### src/rtl/ifm_regs.svh
`ifndef IFM_REGS_SVH
`define IFM_REGS_SVH

// ***********************************
// register indices (byte address = 4 * index)
// ***********************************
`define IFM_IDX_MCU_CTRL     8'h35
`define IFM_IDX_TMR_FLAGS    8'h38
`define IFM_IDX_TMR_MASK     8'h39
`define IFM_IDX_EXT_FLAGS    8'h3A
`define IFM_IDX_EXT_MASK     8'h3B
`define IFM_IDX_CORE_STATUS  8'h3F

// ***********************************
// reset values and writable bits
// ***********************************
`define IFM_RST_VAL          8'h00
`define IFM_MCU_RW_BITS      8'h3F
`define IFM_EXT_BITS         8'hC0
`define IFM_TMR_BITS         8'hCA

// ***********************************
// field positions
// ***********************************
`define IFM_BIT_EXT_B        7
`define IFM_BIT_EXT_A        6
`define IFM_BIT_WIDE_OVF     7
`define IFM_BIT_WIDE_MATCH   6
`define IFM_BIT_WIDE_CAP     3
`define IFM_BIT_NARROW_OVF   1
`define IFM_BIT_SLEEP_ALLOW  5
`define IFM_BIT_SLEEP_TYPE   4
`define IFM_FLD_SENSE_B_HI   3
`define IFM_FLD_SENSE_B_LO   2
`define IFM_FLD_SENSE_A_HI   1
`define IFM_FLD_SENSE_A_LO   0
`define IFM_BIT_GLOBAL_EN    7

// ***********************************
// sense encodings and cycle counts
// ***********************************
`define IFM_SENSE_LOW        2'h0
`define IFM_SENSE_ANY        2'h1
`define IFM_SENSE_FALL       2'h2
`define IFM_SENSE_RISE       2'h3
`define IFM_ENTRY_CYCLES     3'h4
`define IFM_JUMP_CYCLES      3'h2
`define IFM_RETURN_CYCLES    3'h4
`define IFM_NUM_SRC          6
`define IFM_NO_SRC           3'h7

`endif

### src/rtl/ifm_pkg.sv
package ifm_pkg;

    typedef enum logic [2:0] {
        IFM_IDLE   = 3'h0,
        IFM_ENTRY  = 3'h1,
        IFM_JUMP   = 3'h2,
        IFM_RETURN = 3'h3
    } ifm_seq_t;

    // pulses from the core sequencer
    typedef struct packed {
        logic insn_done;
        logic return_from_irq_op;
        logic sleep_op;
    } ifm_core_in_t;

    // one-cycle strobes from the timers, plus the wide timer's pwm mode level
    typedef struct packed {
        logic wide_ovf;
        logic wide_zero_advance;
        logic wide_pwm_mode;
        logic wide_match;
        logic wide_capture_done;
        logic narrow_ovf;
    } ifm_timer_evt_t;

    typedef struct packed {
        logic       push_pc;
        logic       pop_pc;
        logic       vector_load;
        logic [3:0] vector_addr;
        logic       sleeping;
        logic       sleep_power_down;
    } ifm_core_out_t;

endpackage : ifm_pkg

### src/rtl/ifm_ctrl.sv
// The Avalon-MM interface to the registers is this design's own decision.
`timescale 1ns/10ps
`include "ifm_regs.svh"

module ifm_ctrl #(
    parameter int ADDR_W = 8
) (
    input  wire logic                   mclk,
    input  wire logic                   reset,
    input  wire logic [ADDR_W-1:0]      avs_address,
    input  wire logic                   avs_read,
    input  wire logic                   avs_write,
    input  wire logic [31:0]            avs_writedata,
    output logic      [31:0]            avs_readdata,
    output logic                        avs_waitrequest,
    input  wire logic                   ext_irq_pin_a,
    input  wire logic                   ext_irq_pin_b,
    input  wire ifm_pkg::ifm_core_in_t   core_in,
    input  wire ifm_pkg::ifm_timer_evt_t timer_evt,
    output ifm_pkg::ifm_core_out_t       core_out
);
    import ifm_pkg::*;

    // ***********************************
    // elaboration check
    // ***********************************
    if (ADDR_W < 6) begin : g_bad_addr
        $error("ifm_ctrl: ADDR_W must be at least 6");
    end

    // ***********************************
    // state
    // ***********************************
    typedef struct packed {
        logic [7:0] mcu_ctrl;
        logic [7:0] ext_mask;
        logic [7:0] ext_flags;
        logic [7:0] tmr_mask;
        logic [7:0] tmr_flags;
        logic       global_en;
        logic [2:0] sync_a;
        logic [2:0] sync_b;
        logic       pin_a;
        logic       pin_b;
        ifm_seq_t   seq;
        logic [2:0] cnt;
        logic [2:0] src;
        logic [3:0] vec_addr;
        logic       vec_load;
        logic       post_ret;
        logic       sleeping;
        logic       ack;
        logic [7:0] rdata;
    } ifm_state_t;

    ifm_state_t state_reg;
    ifm_state_t state_next;

    // ***********************************
    // helpers
    // ***********************************
    function automatic logic edge_hit(input logic [1:0] mode, input logic chg, input logic lvl);
        case (mode)
            `IFM_SENSE_ANY:  edge_hit = chg;
            `IFM_SENSE_FALL: edge_hit = chg & ~lvl;
            `IFM_SENSE_RISE: edge_hit = chg & lvl;
            default:         edge_hit = 1'b0;
        endcase
    endfunction : edge_hit

    // lowest index is lowest vector address
    function automatic logic [2:0] pick_src(input logic [`IFM_NUM_SRC-1:0] req);
        pick_src = `IFM_NO_SRC;
        for (int i = `IFM_NUM_SRC - 1; i >= 0; i--) begin
            if (req[i]) begin
                pick_src = i[2:0];
            end
        end
    endfunction : pick_src

    function automatic logic [7:0] idx_of(input logic [ADDR_W-1:0] addr);
        idx_of = 8'(addr);
    endfunction : idx_of

    // ***********************************
    // combinational next state
    // ***********************************
    logic [1:0]             sense_a;
    logic [1:0]             sense_b;
    logic                   stable_a;
    logic                   stable_b;
    logic                   evt_a;
    logic                   evt_b;
    logic                   lvl_a;
    logic                   lvl_b;
    logic [`IFM_NUM_SRC-1:0] req;
    logic [`IFM_NUM_SRC-1:0] masked;
    logic                   wr_ok;
    logic [7:0]             widx;
    logic [7:0]             wd;
    logic                   wide_ovf_set;

    always_comb begin
        state_next = state_reg;
        state_next.vec_load = 1'b0;

        sense_a = {state_reg.mcu_ctrl[`IFM_FLD_SENSE_A_HI], state_reg.mcu_ctrl[`IFM_FLD_SENSE_A_LO]};
        sense_b = {state_reg.mcu_ctrl[`IFM_FLD_SENSE_B_HI], state_reg.mcu_ctrl[`IFM_FLD_SENSE_B_LO]};

        // pad level is used whatever the pin direction, so a driven pin can raise a request
        state_next.sync_a = {state_reg.sync_a[1:0], ext_irq_pin_a};
        state_next.sync_b = {state_reg.sync_b[1:0], ext_irq_pin_b};
        stable_a = (state_reg.sync_a[1] == state_reg.sync_a[2]);
        stable_b = (state_reg.sync_b[1] == state_reg.sync_b[2]);
        if (stable_a) begin
            state_next.pin_a = state_reg.sync_a[2];
        end
        if (stable_b) begin
            state_next.pin_b = state_reg.sync_b[2];
        end
        evt_a = edge_hit(sense_a, stable_a && (state_reg.sync_a[2] != state_reg.pin_a), state_reg.sync_a[2]);
        evt_b = edge_hit(sense_b, stable_b && (state_reg.sync_b[2] != state_reg.pin_b), state_reg.sync_b[2]);
        // level mode has no flag; request lives only while the pin is low
        lvl_a = (sense_a == `IFM_SENSE_LOW) && !state_reg.pin_a;
        lvl_b = (sense_b == `IFM_SENSE_LOW) && !state_reg.pin_b;

        // ***********************************
        // bus slave: one wait cycle, then answer
        // ***********************************
        state_next.ack = (avs_read || avs_write) && !state_reg.ack;
        wr_ok = avs_write && state_reg.ack;
        widx  = idx_of(avs_address);
        wd    = avs_writedata[7:0];
        if ((avs_read || avs_write) && !state_reg.ack) begin
            case (idx_of(avs_address))
                `IFM_IDX_MCU_CTRL:    state_next.rdata = state_reg.mcu_ctrl;
                `IFM_IDX_TMR_FLAGS:   state_next.rdata = state_reg.tmr_flags;
                `IFM_IDX_TMR_MASK:    state_next.rdata = state_reg.tmr_mask;
                `IFM_IDX_EXT_FLAGS:   state_next.rdata = state_reg.ext_flags;
                `IFM_IDX_EXT_MASK:    state_next.rdata = state_reg.ext_mask;
                `IFM_IDX_CORE_STATUS: state_next.rdata = {state_reg.global_en, 7'h00};
                default:              state_next.rdata = `IFM_RST_VAL;
            endcase
        end
        if (wr_ok) begin
            case (widx)
                `IFM_IDX_MCU_CTRL:    state_next.mcu_ctrl  = wd & `IFM_MCU_RW_BITS;
                `IFM_IDX_TMR_MASK:    state_next.tmr_mask  = wd & `IFM_TMR_BITS;
                `IFM_IDX_EXT_MASK:    state_next.ext_mask  = wd & `IFM_EXT_BITS;
                `IFM_IDX_TMR_FLAGS:   state_next.tmr_flags = state_reg.tmr_flags & ~wd;
                `IFM_IDX_EXT_FLAGS:   state_next.ext_flags = state_reg.ext_flags & ~wd;
                `IFM_IDX_CORE_STATUS: state_next.global_en = wd[`IFM_BIT_GLOBAL_EN];
                default:              ;
            endcase
        end

        // ***********************************
        // sources, lowest vector first
        // ***********************************
        req[0] = state_reg.ext_flags[`IFM_BIT_EXT_A] || lvl_a;
        req[1] = state_reg.ext_flags[`IFM_BIT_EXT_B] || lvl_b;
        req[2] = state_reg.tmr_flags[`IFM_BIT_WIDE_CAP];
        req[3] = state_reg.tmr_flags[`IFM_BIT_WIDE_MATCH];
        req[4] = state_reg.tmr_flags[`IFM_BIT_WIDE_OVF];
        req[5] = state_reg.tmr_flags[`IFM_BIT_NARROW_OVF];
        masked[0] = req[0] && state_reg.ext_mask[`IFM_BIT_EXT_A];
        masked[1] = req[1] && state_reg.ext_mask[`IFM_BIT_EXT_B];
        masked[2] = req[2] && state_reg.tmr_mask[`IFM_BIT_WIDE_CAP];
        masked[3] = req[3] && state_reg.tmr_mask[`IFM_BIT_WIDE_MATCH];
        masked[4] = req[4] && state_reg.tmr_mask[`IFM_BIT_WIDE_OVF];
        masked[5] = req[5] && state_reg.tmr_mask[`IFM_BIT_NARROW_OVF];

        // ***********************************
        // sequencer
        // ***********************************
        case (state_reg.seq)
            IFM_IDLE: begin
                if (core_in.return_from_irq_op) begin
                    state_next.seq = IFM_RETURN;
                    state_next.cnt = 3'h0;
                end else if (core_in.insn_done && state_reg.post_ret) begin
                    state_next.post_ret = 1'b0;
                end else if (core_in.insn_done && state_reg.global_en && (masked != '0)) begin
                    state_next.seq       = IFM_ENTRY;
                    state_next.cnt       = 3'h0;
                    state_next.src       = pick_src(masked);
                    state_next.vec_addr  = 4'(pick_src(masked)) + 4'h1;
                    state_next.global_en = 1'b0;
                end
            end
            IFM_ENTRY: begin
                if (state_reg.cnt == `IFM_ENTRY_CYCLES - 3'h1) begin
                    state_next.seq      = IFM_JUMP;
                    state_next.cnt      = 3'h0;
                    state_next.vec_load = 1'b1;
                    case (state_reg.src)
                        3'h0:    state_next.ext_flags[`IFM_BIT_EXT_A]      = 1'b0;
                        3'h1:    state_next.ext_flags[`IFM_BIT_EXT_B]      = 1'b0;
                        3'h2:    state_next.tmr_flags[`IFM_BIT_WIDE_CAP]   = 1'b0;
                        3'h3:    state_next.tmr_flags[`IFM_BIT_WIDE_MATCH] = 1'b0;
                        3'h4:    state_next.tmr_flags[`IFM_BIT_WIDE_OVF]   = 1'b0;
                        3'h5:    state_next.tmr_flags[`IFM_BIT_NARROW_OVF] = 1'b0;
                        default: ;
                    endcase
                end else begin
                    state_next.cnt = state_reg.cnt + 3'h1;
                end
            end
            IFM_JUMP: begin
                if (state_reg.cnt == `IFM_JUMP_CYCLES - 3'h1) begin
                    state_next.seq = IFM_IDLE;
                end else begin
                    state_next.cnt = state_reg.cnt + 3'h1;
                end
            end
            IFM_RETURN: begin
                if (state_reg.cnt == `IFM_RETURN_CYCLES - 3'h1) begin
                    state_next.seq       = IFM_IDLE;
                    state_next.global_en = 1'b1;
                    state_next.post_ret  = 1'b1;
                end else begin
                    state_next.cnt = state_reg.cnt + 3'h1;
                end
            end
            default: begin
                state_next.seq = IFM_IDLE;
            end
        endcase

        // ***********************************
        // flag sets last: a set beats a same-cycle clear
        // ***********************************
        wide_ovf_set = timer_evt.wide_pwm_mode ? timer_evt.wide_zero_advance : timer_evt.wide_ovf;
        if (evt_a) begin
            state_next.ext_flags[`IFM_BIT_EXT_A] = 1'b1;
        end
        if (evt_b) begin
            state_next.ext_flags[`IFM_BIT_EXT_B] = 1'b1;
        end
        if (wide_ovf_set) begin
            state_next.tmr_flags[`IFM_BIT_WIDE_OVF] = 1'b1;
        end
        if (timer_evt.wide_match) begin
            state_next.tmr_flags[`IFM_BIT_WIDE_MATCH] = 1'b1;
        end
        if (timer_evt.wide_capture_done) begin
            state_next.tmr_flags[`IFM_BIT_WIDE_CAP] = 1'b1;
        end
        if (timer_evt.narrow_ovf) begin
            state_next.tmr_flags[`IFM_BIT_NARROW_OVF] = 1'b1;
        end

        // ***********************************
        // sleep: any enabled request wakes, even with global enable off
        // ***********************************
        if (core_in.sleep_op && state_reg.mcu_ctrl[`IFM_BIT_SLEEP_ALLOW]) begin
            state_next.sleeping = 1'b1;
        end else if (masked != '0) begin
            state_next.sleeping = 1'b0;
        end
    end

    always_ff @(posedge mclk) begin
        if (reset) begin
            state_reg          <= '0;
            state_reg.sync_a   <= 3'h7;
            state_reg.sync_b   <= 3'h7;
            state_reg.pin_a    <= 1'b1;
            state_reg.pin_b    <= 1'b1;
            state_reg.seq      <= IFM_IDLE;
            state_reg.src      <= `IFM_NO_SRC;
        end else begin
            state_reg <= state_next;
        end
    end

    // ***********************************
    // outputs
    // ***********************************
    assign avs_waitrequest = (avs_read || avs_write) && !state_reg.ack;
    assign avs_readdata    = {24'h000000, state_reg.rdata};

    always_comb begin
        core_out.push_pc          = (state_reg.seq == IFM_ENTRY);
        core_out.pop_pc           = (state_reg.seq == IFM_RETURN);
        core_out.vector_load      = state_reg.vec_load;
        core_out.vector_addr      = state_reg.vec_addr;
        core_out.sleeping         = state_reg.sleeping;
        core_out.sleep_power_down = state_reg.mcu_ctrl[`IFM_BIT_SLEEP_TYPE];
    end

endmodule : ifm_ctrl

### config.mk
export PLATFORM = sky130hd
export DESIGN_NAME = ifm_ctrl
export DESIGN_NICKNAME = d
export VERILOG_FILES = /design/src/rtl/ifm_pkg.sv /design/src/rtl/ifm_ctrl.sv
export VERILOG_INCLUDE_DIRS = /design/src /design/src/rtl
export SDC_FILE = /design/constraint.sdc
export NUM_CORES = 1
export LEC_CHECK = 0
export BUFFER_PORTS_ARGS = -buffer_cell sky130_fd_sc_hd__buf_2
export CORE_ASPECT_RATIO = 0.5
export CORE_MARGIN = 2
export CORE_UTILIZATION = 45
export DETAILED_ROUTE_END_ITERATION = 8
export PLACE_DENSITY_LB_ADDON = 0.25
export SETUP_SLACK_MARGIN = 0.02
export SLEW_MARGIN = 20
export SYNTH_ARGS = -nofsm -noshare
export SYNTH_HDL_FRONTEND = slang
export SYNTH_SLANG_ARGS = --single-unit
### constraint.sdc
create_clock -name mclk -period 5.25 [get_ports mclk]
set_input_delay 0.7875 -clock mclk [delete_from_list [all_inputs] [get_ports mclk]]
set_output_delay 0.7875 -clock mclk [all_outputs]
set_load 0.02 [all_outputs]
**Word-level counts from Yosys, hierarchy flattened**

Cells that the tools add are included.

- Bits in registers: 62
- Bits of input ports: 55
- Word-level logic and storage cells: 172

- Add/sub/neg operators: 2
- Eq/ne operators: 35
- Muxes and demuxes: 62
- Bitwise operators: 12
- Reduce and logical (&&, ||, !) cells: 40

Operator list:

| kind | number |
|---|---|
| 8-bit by 6-bit == test with 1-bit output (second input constant) | 6 |
| 8-bit one-hot mux with 6 select lines | 1 |
| 3-bit two-way mux | 14 |
| 1-bit two-way mux | 28 |
| 13-bit two-way mux | 2 |
| 25-bit two-way mux | 1 |
| 8-bit two-way mux | 3 |
| 3-bit one-hot mux with 4 select lines | 2 |
| 8-bit AND | 2 |
| 1-bit logical AND | 16 |
| 3-bit by 2-bit == test with 1-bit output (second input constant) | 5 |
| 2-bit two-way mux | 6 |
| 2-bit != test (second input constant) | 5 |
| 2-bit AND reduction | 5 |
| 5-bit AND reduction | 2 |
| 3-bit by 1-bit == test with 1-bit output (second input constant) | 3 |
| 2-bit == test (second input constant) | 4 |
| 8-bit NOT | 1 |
| 4-bit AND reduction | 2 |
| 3-bit == test (second input constant) | 2 |
| 3-bit zero test | 2 |
| 6-bit two-way mux | 1 |
| 3-bit != test (second input constant) | 2 |
| 1-bit one-hot mux with 3 select lines | 2 |
| other kinds (16) | 34 |

**Logic depth before layout (Yosys ltp)**

- Depth after elaboration: 16
- Mapped depth: 8
- Gate-level depth less buffers: 8

**Worst setup path before layout**

OpenSTA, ideal clock, no wires.

- Path kind: input -> register
- Start point: input port avs_address[6]
- End point: register state_reg[33] in the netlist's numbering
- Library setup time: 0.122 ns
- Arrival time: 1.820 ns
- Data required time: 5.128 ns
- Setup slack: 3.308 ns
- Stages on the path: 5
- Path through: and4bb_2 -> nand4_1 -> mux2i_2 -> nor2_1 -> a221o_1

- Cells in the longest elaborated chain, start to end: 7
- Elaborated cells on any way between the ends: 8

RTL lines:

| what | line | text |
|---|---|---|
| start, declared | ifm_ctrl.sv:10 | `input wire logic [ADDR_W-1:0] avs_address,` |
| 8-bit by 6-bit == test with 1-bit output (*) | ifm_ctrl.sv:146 | `case (widx)` |
| 1-bit two-way mux (*) | ifm_ctrl.sv:146 |  |
| 25-bit two-way mux (*) | ifm_ctrl.sv:145 | `if (wr_ok) begin` |
| 1-bit two-way mux | ifm_ctrl.sv:183 | `end else if (core_in.insn_done && state_reg.global_en && (masked != '0)) begin` |
| 1-bit two-way mux | ifm_ctrl.sv:181 | `end else if (core_in.insn_done && state_reg.post_ret) begin` |
| 1-bit two-way mux | ifm_ctrl.sv:178 | `if (core_in.return_from_irq_op) begin` |
| 1-bit one-hot mux with 2 select lines (*) | ifm_ctrl.sv:176 | `case (state_reg.seq)` |
| end signal, assigned | ifm_ctrl.sv:273 | `state_reg <= state_next;` |
| end, declared | ifm_ctrl.sv:56 | `ifm_state_t state_reg;` |

Mark *: on every way between the ends. The rest lies on a longest branch, timed or not.
A chain may end at the register's enable or synchronous reset.

==> flow_summary.json <==
{
  "hold_viol_final": 0,
  "clkPwrFrac": 0.469,
  "port_buffers": 48,
  "place_congestion": 0.896,
  "fin_hold_ws_ns": 0.413,
  "ctsRootBufferMaster": "clkbuf_16",
  "finalCriticalPeriod_ns": 2.17,
  "clk_pin_slew_ns": 0.05,
  "die_h_um": 64.1,
  "seq_power_share": 0.373,
  "end_kind": "flip-flop",
  "hold-path-endpoint": "state_next[32]",
  "ys_seq_elements": 61,
  "dr_total_vias": 2715,
  "syn_to_final_growth_pct": 11.0,
  "pin_count": 97,
  "power.leakage_nw": 1.51,
  "r2r-end": "state_reg[33]",
  "power.density_mw_per_mm2": 366,
  "via_per_inst": 5.37,
  "ir_worst_vdd_uv": 226,
  "antenna_found_initial": 0,
  "path_cells": "buf_2, inv_1, nand2_1, a21oi_1, a221o_1",
  "die_x_um": 124,
  "hp-start": "state_next[31]",
  "largest_reg_flops": 34,
  "core_mm2": 0.00683,
  "cts_resized": 0,
  "cpMaxStageDelayCell": "buf_2",
  "setup_tns_ns": 0,
  "drive_gt1_frac": 0.198,
  "worstReg2RegStart": "state_reg[8]",
  "p_int_mw": 0.965,
  "cp_num_buf_inv": 2,
  "worstMarginPinSlew_ns": 0.797,
  "grt_remaining_overflow": 0,
  "cts.sinks": 61,
  "ys_warn_count": 0,
  "cp.required_ns": 5.46,
  "fmax_ghz": 0.460,
  "slew_headroom": 0.469,
  "grt_pass1_wl_um": 11400,
  "grtUsageTotal": 0.187,
  "power_frac_comb": 0.158,
  "setup_violations": 0,
  "critical_path_class": "input port to flip-flop",
  "postCtsHoldBufs": 0,
  "crit_path_start_kind": "input port",
  "wl_per_cell_um": 14.3,
  "rsz0062_at_grt": "false",
  "ant_nets": 0,
  "htreeDepth": 3,
  "cp_max_fo": 43,
  "timing.final.crit_share": 0.414,
  "hpwlAfterDp_um": 5260,
  "yosys.area.top_type": "dfxtp_1",
  "cp.arrival_ns": 2.39,
  "status": "complete, no violations",
  "ys_types": 62,
  "yosysTopAreaCellShare": 0.376,
  "diodes": 0,
  "fin_nets": 474,
  "cts_buffers": 9,
  "synth.area.top_cells": "dfxtp_1, buf_4, nand2_1",
  "clock_latency_ns": 0.32,
  "cts_buffer_depth": 2,
  "async_flop_share": 0,
  "reg2reg_depth": 5,
  "grt_max_degree": 44,
  "totalWireLength_um": 7230,
  "firstDrtPassIters": 5,
  "drc_errors": 0,
  "cts_setup_buffers": 0,
  "critPathMaxStageDelay_ns": 0.61,
  "die-area_mm2": 0.00796,
  "initial_core_util": 0.476,
  "worstHoldPathType": "flip-flop to flip-flop",
  "cts_tree": "built",
  "drt_iter0_drc": 195,
  "avgSynthCellArea_um2": 8.53,
  "sw_frac_of_total": 0.270,
  "path_delay_family": "buffers and inverters",
  "fin_worst_skew_ns": 0.00423,
  "synthFlopType": "dfxtp_1",
  "nFillCells": 648,
  "p_switching_mw": 0.357,
  "drv_cap": 0,
  "syn_area_mm2": 0.00325,
  "rows": 21,
  "min_path_cells": 1,
  "finalMaxSlewViolations": 0,
  "p_total_mw": 1.32,
  "grt_pass1_vias": 2436,
  "r2r_slack_ns": 3.28,
  "syn_inst": 381,
  "ys_seq_area_frac": 0.376,
  "synth_edf_count": 0
}
==> worst reg2reg max path, cell delays in order, from the launching register on <==
cell and delay, ns:
dfxtp_1 0.34, and2_1 0.54, nand4_1 0.26, mux2i_2 0.30, nor2_1 0.07, a221o_1 0.36
==> placed cells by master (no fill, tap or decap), drive strengths merged, types with 3 or more instances in the layout <==
cell,netlist,layout
nand3,12,12
ha,10,10
nand2b,3,3
nor3,5,5
o21ai,26,26
and2,4,4
clkinv,0,3
inv,9,9
nand4,3,3
buf,48,48
clkbuf,6,9
conb,1,24
a21oi,18,18
mux2i,13,13
o311ai,3,3
a22oi,6,6
a31oi,6,6
nor3b,3,3
dfxtp,61,61
a222oi,4,4
nand2,49,49
and3,14,14
or2,7,7
nor2,32,32
==> stage by stage <==
step                utilization  area [µm²]  instances  setup slack [ns]
global route              0.528        3610        506              2.96
global placement          0.482        3290        490              2.77
detailed placement        0.482        3290        490              2.72
finish                    0.528        3610        506              3.08
CTS                       0.528        3610        506              3.07
floorplan                     -        3340        404              3.31
==> metal layers <==
metal	vias up	global-route usage	part of all wire
met5	-	0	0
met4	0	0.0772	0.013
met3	8	0.0491	0.079
met2	104	0.284	0.42
met1	1249	0.252	0.49
li1	1354	-	-
==> cell type report <==
type / count / area, µm² / share of cell area
multi-input cells: 280 / 1680 / 0.466
flip-flops and latches: 61 / 1220 / 0.339
repair buffers: 48 / 240 / 0.0666
clock buffers: 9 / 225 / 0.0624
well taps: 92 / 115 / 0.0319
clock inverters: 7 / 90.1 / 0.0250
inverters: 9 / 33.8 / 0.00937
==> logic make-up after synthesis <==
family | Yosys count | synth area share
mux | 14 | 0.0447
buf+inv | 63 | 0.133
other cells | 1 | 0.00115
fa+ha+maj | 10 | 0.0385
flops | 61 | 0.376
compound gates | 86 | 0.175
simple gates | 146 | 0.231
==> power groups by stage <==
stage          Sequential [mW]  Combinational (mW)  Clock (mW)
6_report                 0.493               0.209       0.620
5_1_grt                  0.494               0.232       0.650
4_1_cts                  0.493               0.208       0.630
3_5_place_dp             0.503               0.207           0
3_3_place_gp             0.501               0.201           0
2_1_floorplan            0.499               0.172           0
==> how the worst max path moves through the flow <==
stage,start,endpoint,slack [ns],cells past startpoint
after CTS,reset,state_reg[33],3.07,5
after detailed placement,reset,state_reg[33],2.72,5
after global routing,reset,state_reg[33],2.96,5
after floorplan,avs_address[6],state_reg[33],3.31,5
after global placement,avs_write,state_reg[33],2.77,6
final,reset,state_reg[33],3.08,5
==> cell usage after synthesis, drive strengths merged, types with 4 or more instances <==
| master | number |
|---|---|
| dfxtp | 61 |
| nand2 | 49 |
| buf | 48 |
| nor2 | 32 |
| o21ai | 26 |
| a21oi | 18 |
| and3 | 14 |
| mux2i | 13 |
| nand3 | 12 |
| ha | 10 |
| inv | 9 |
| or2 | 7 |
| a22oi | 6 |
| a31oi | 6 |
| clkbuf | 6 |
| nor3 | 5 |
| a222oi | 4 |
| and2 | 4 |
No activity file was read; power rests on OpenSTA's default activity.
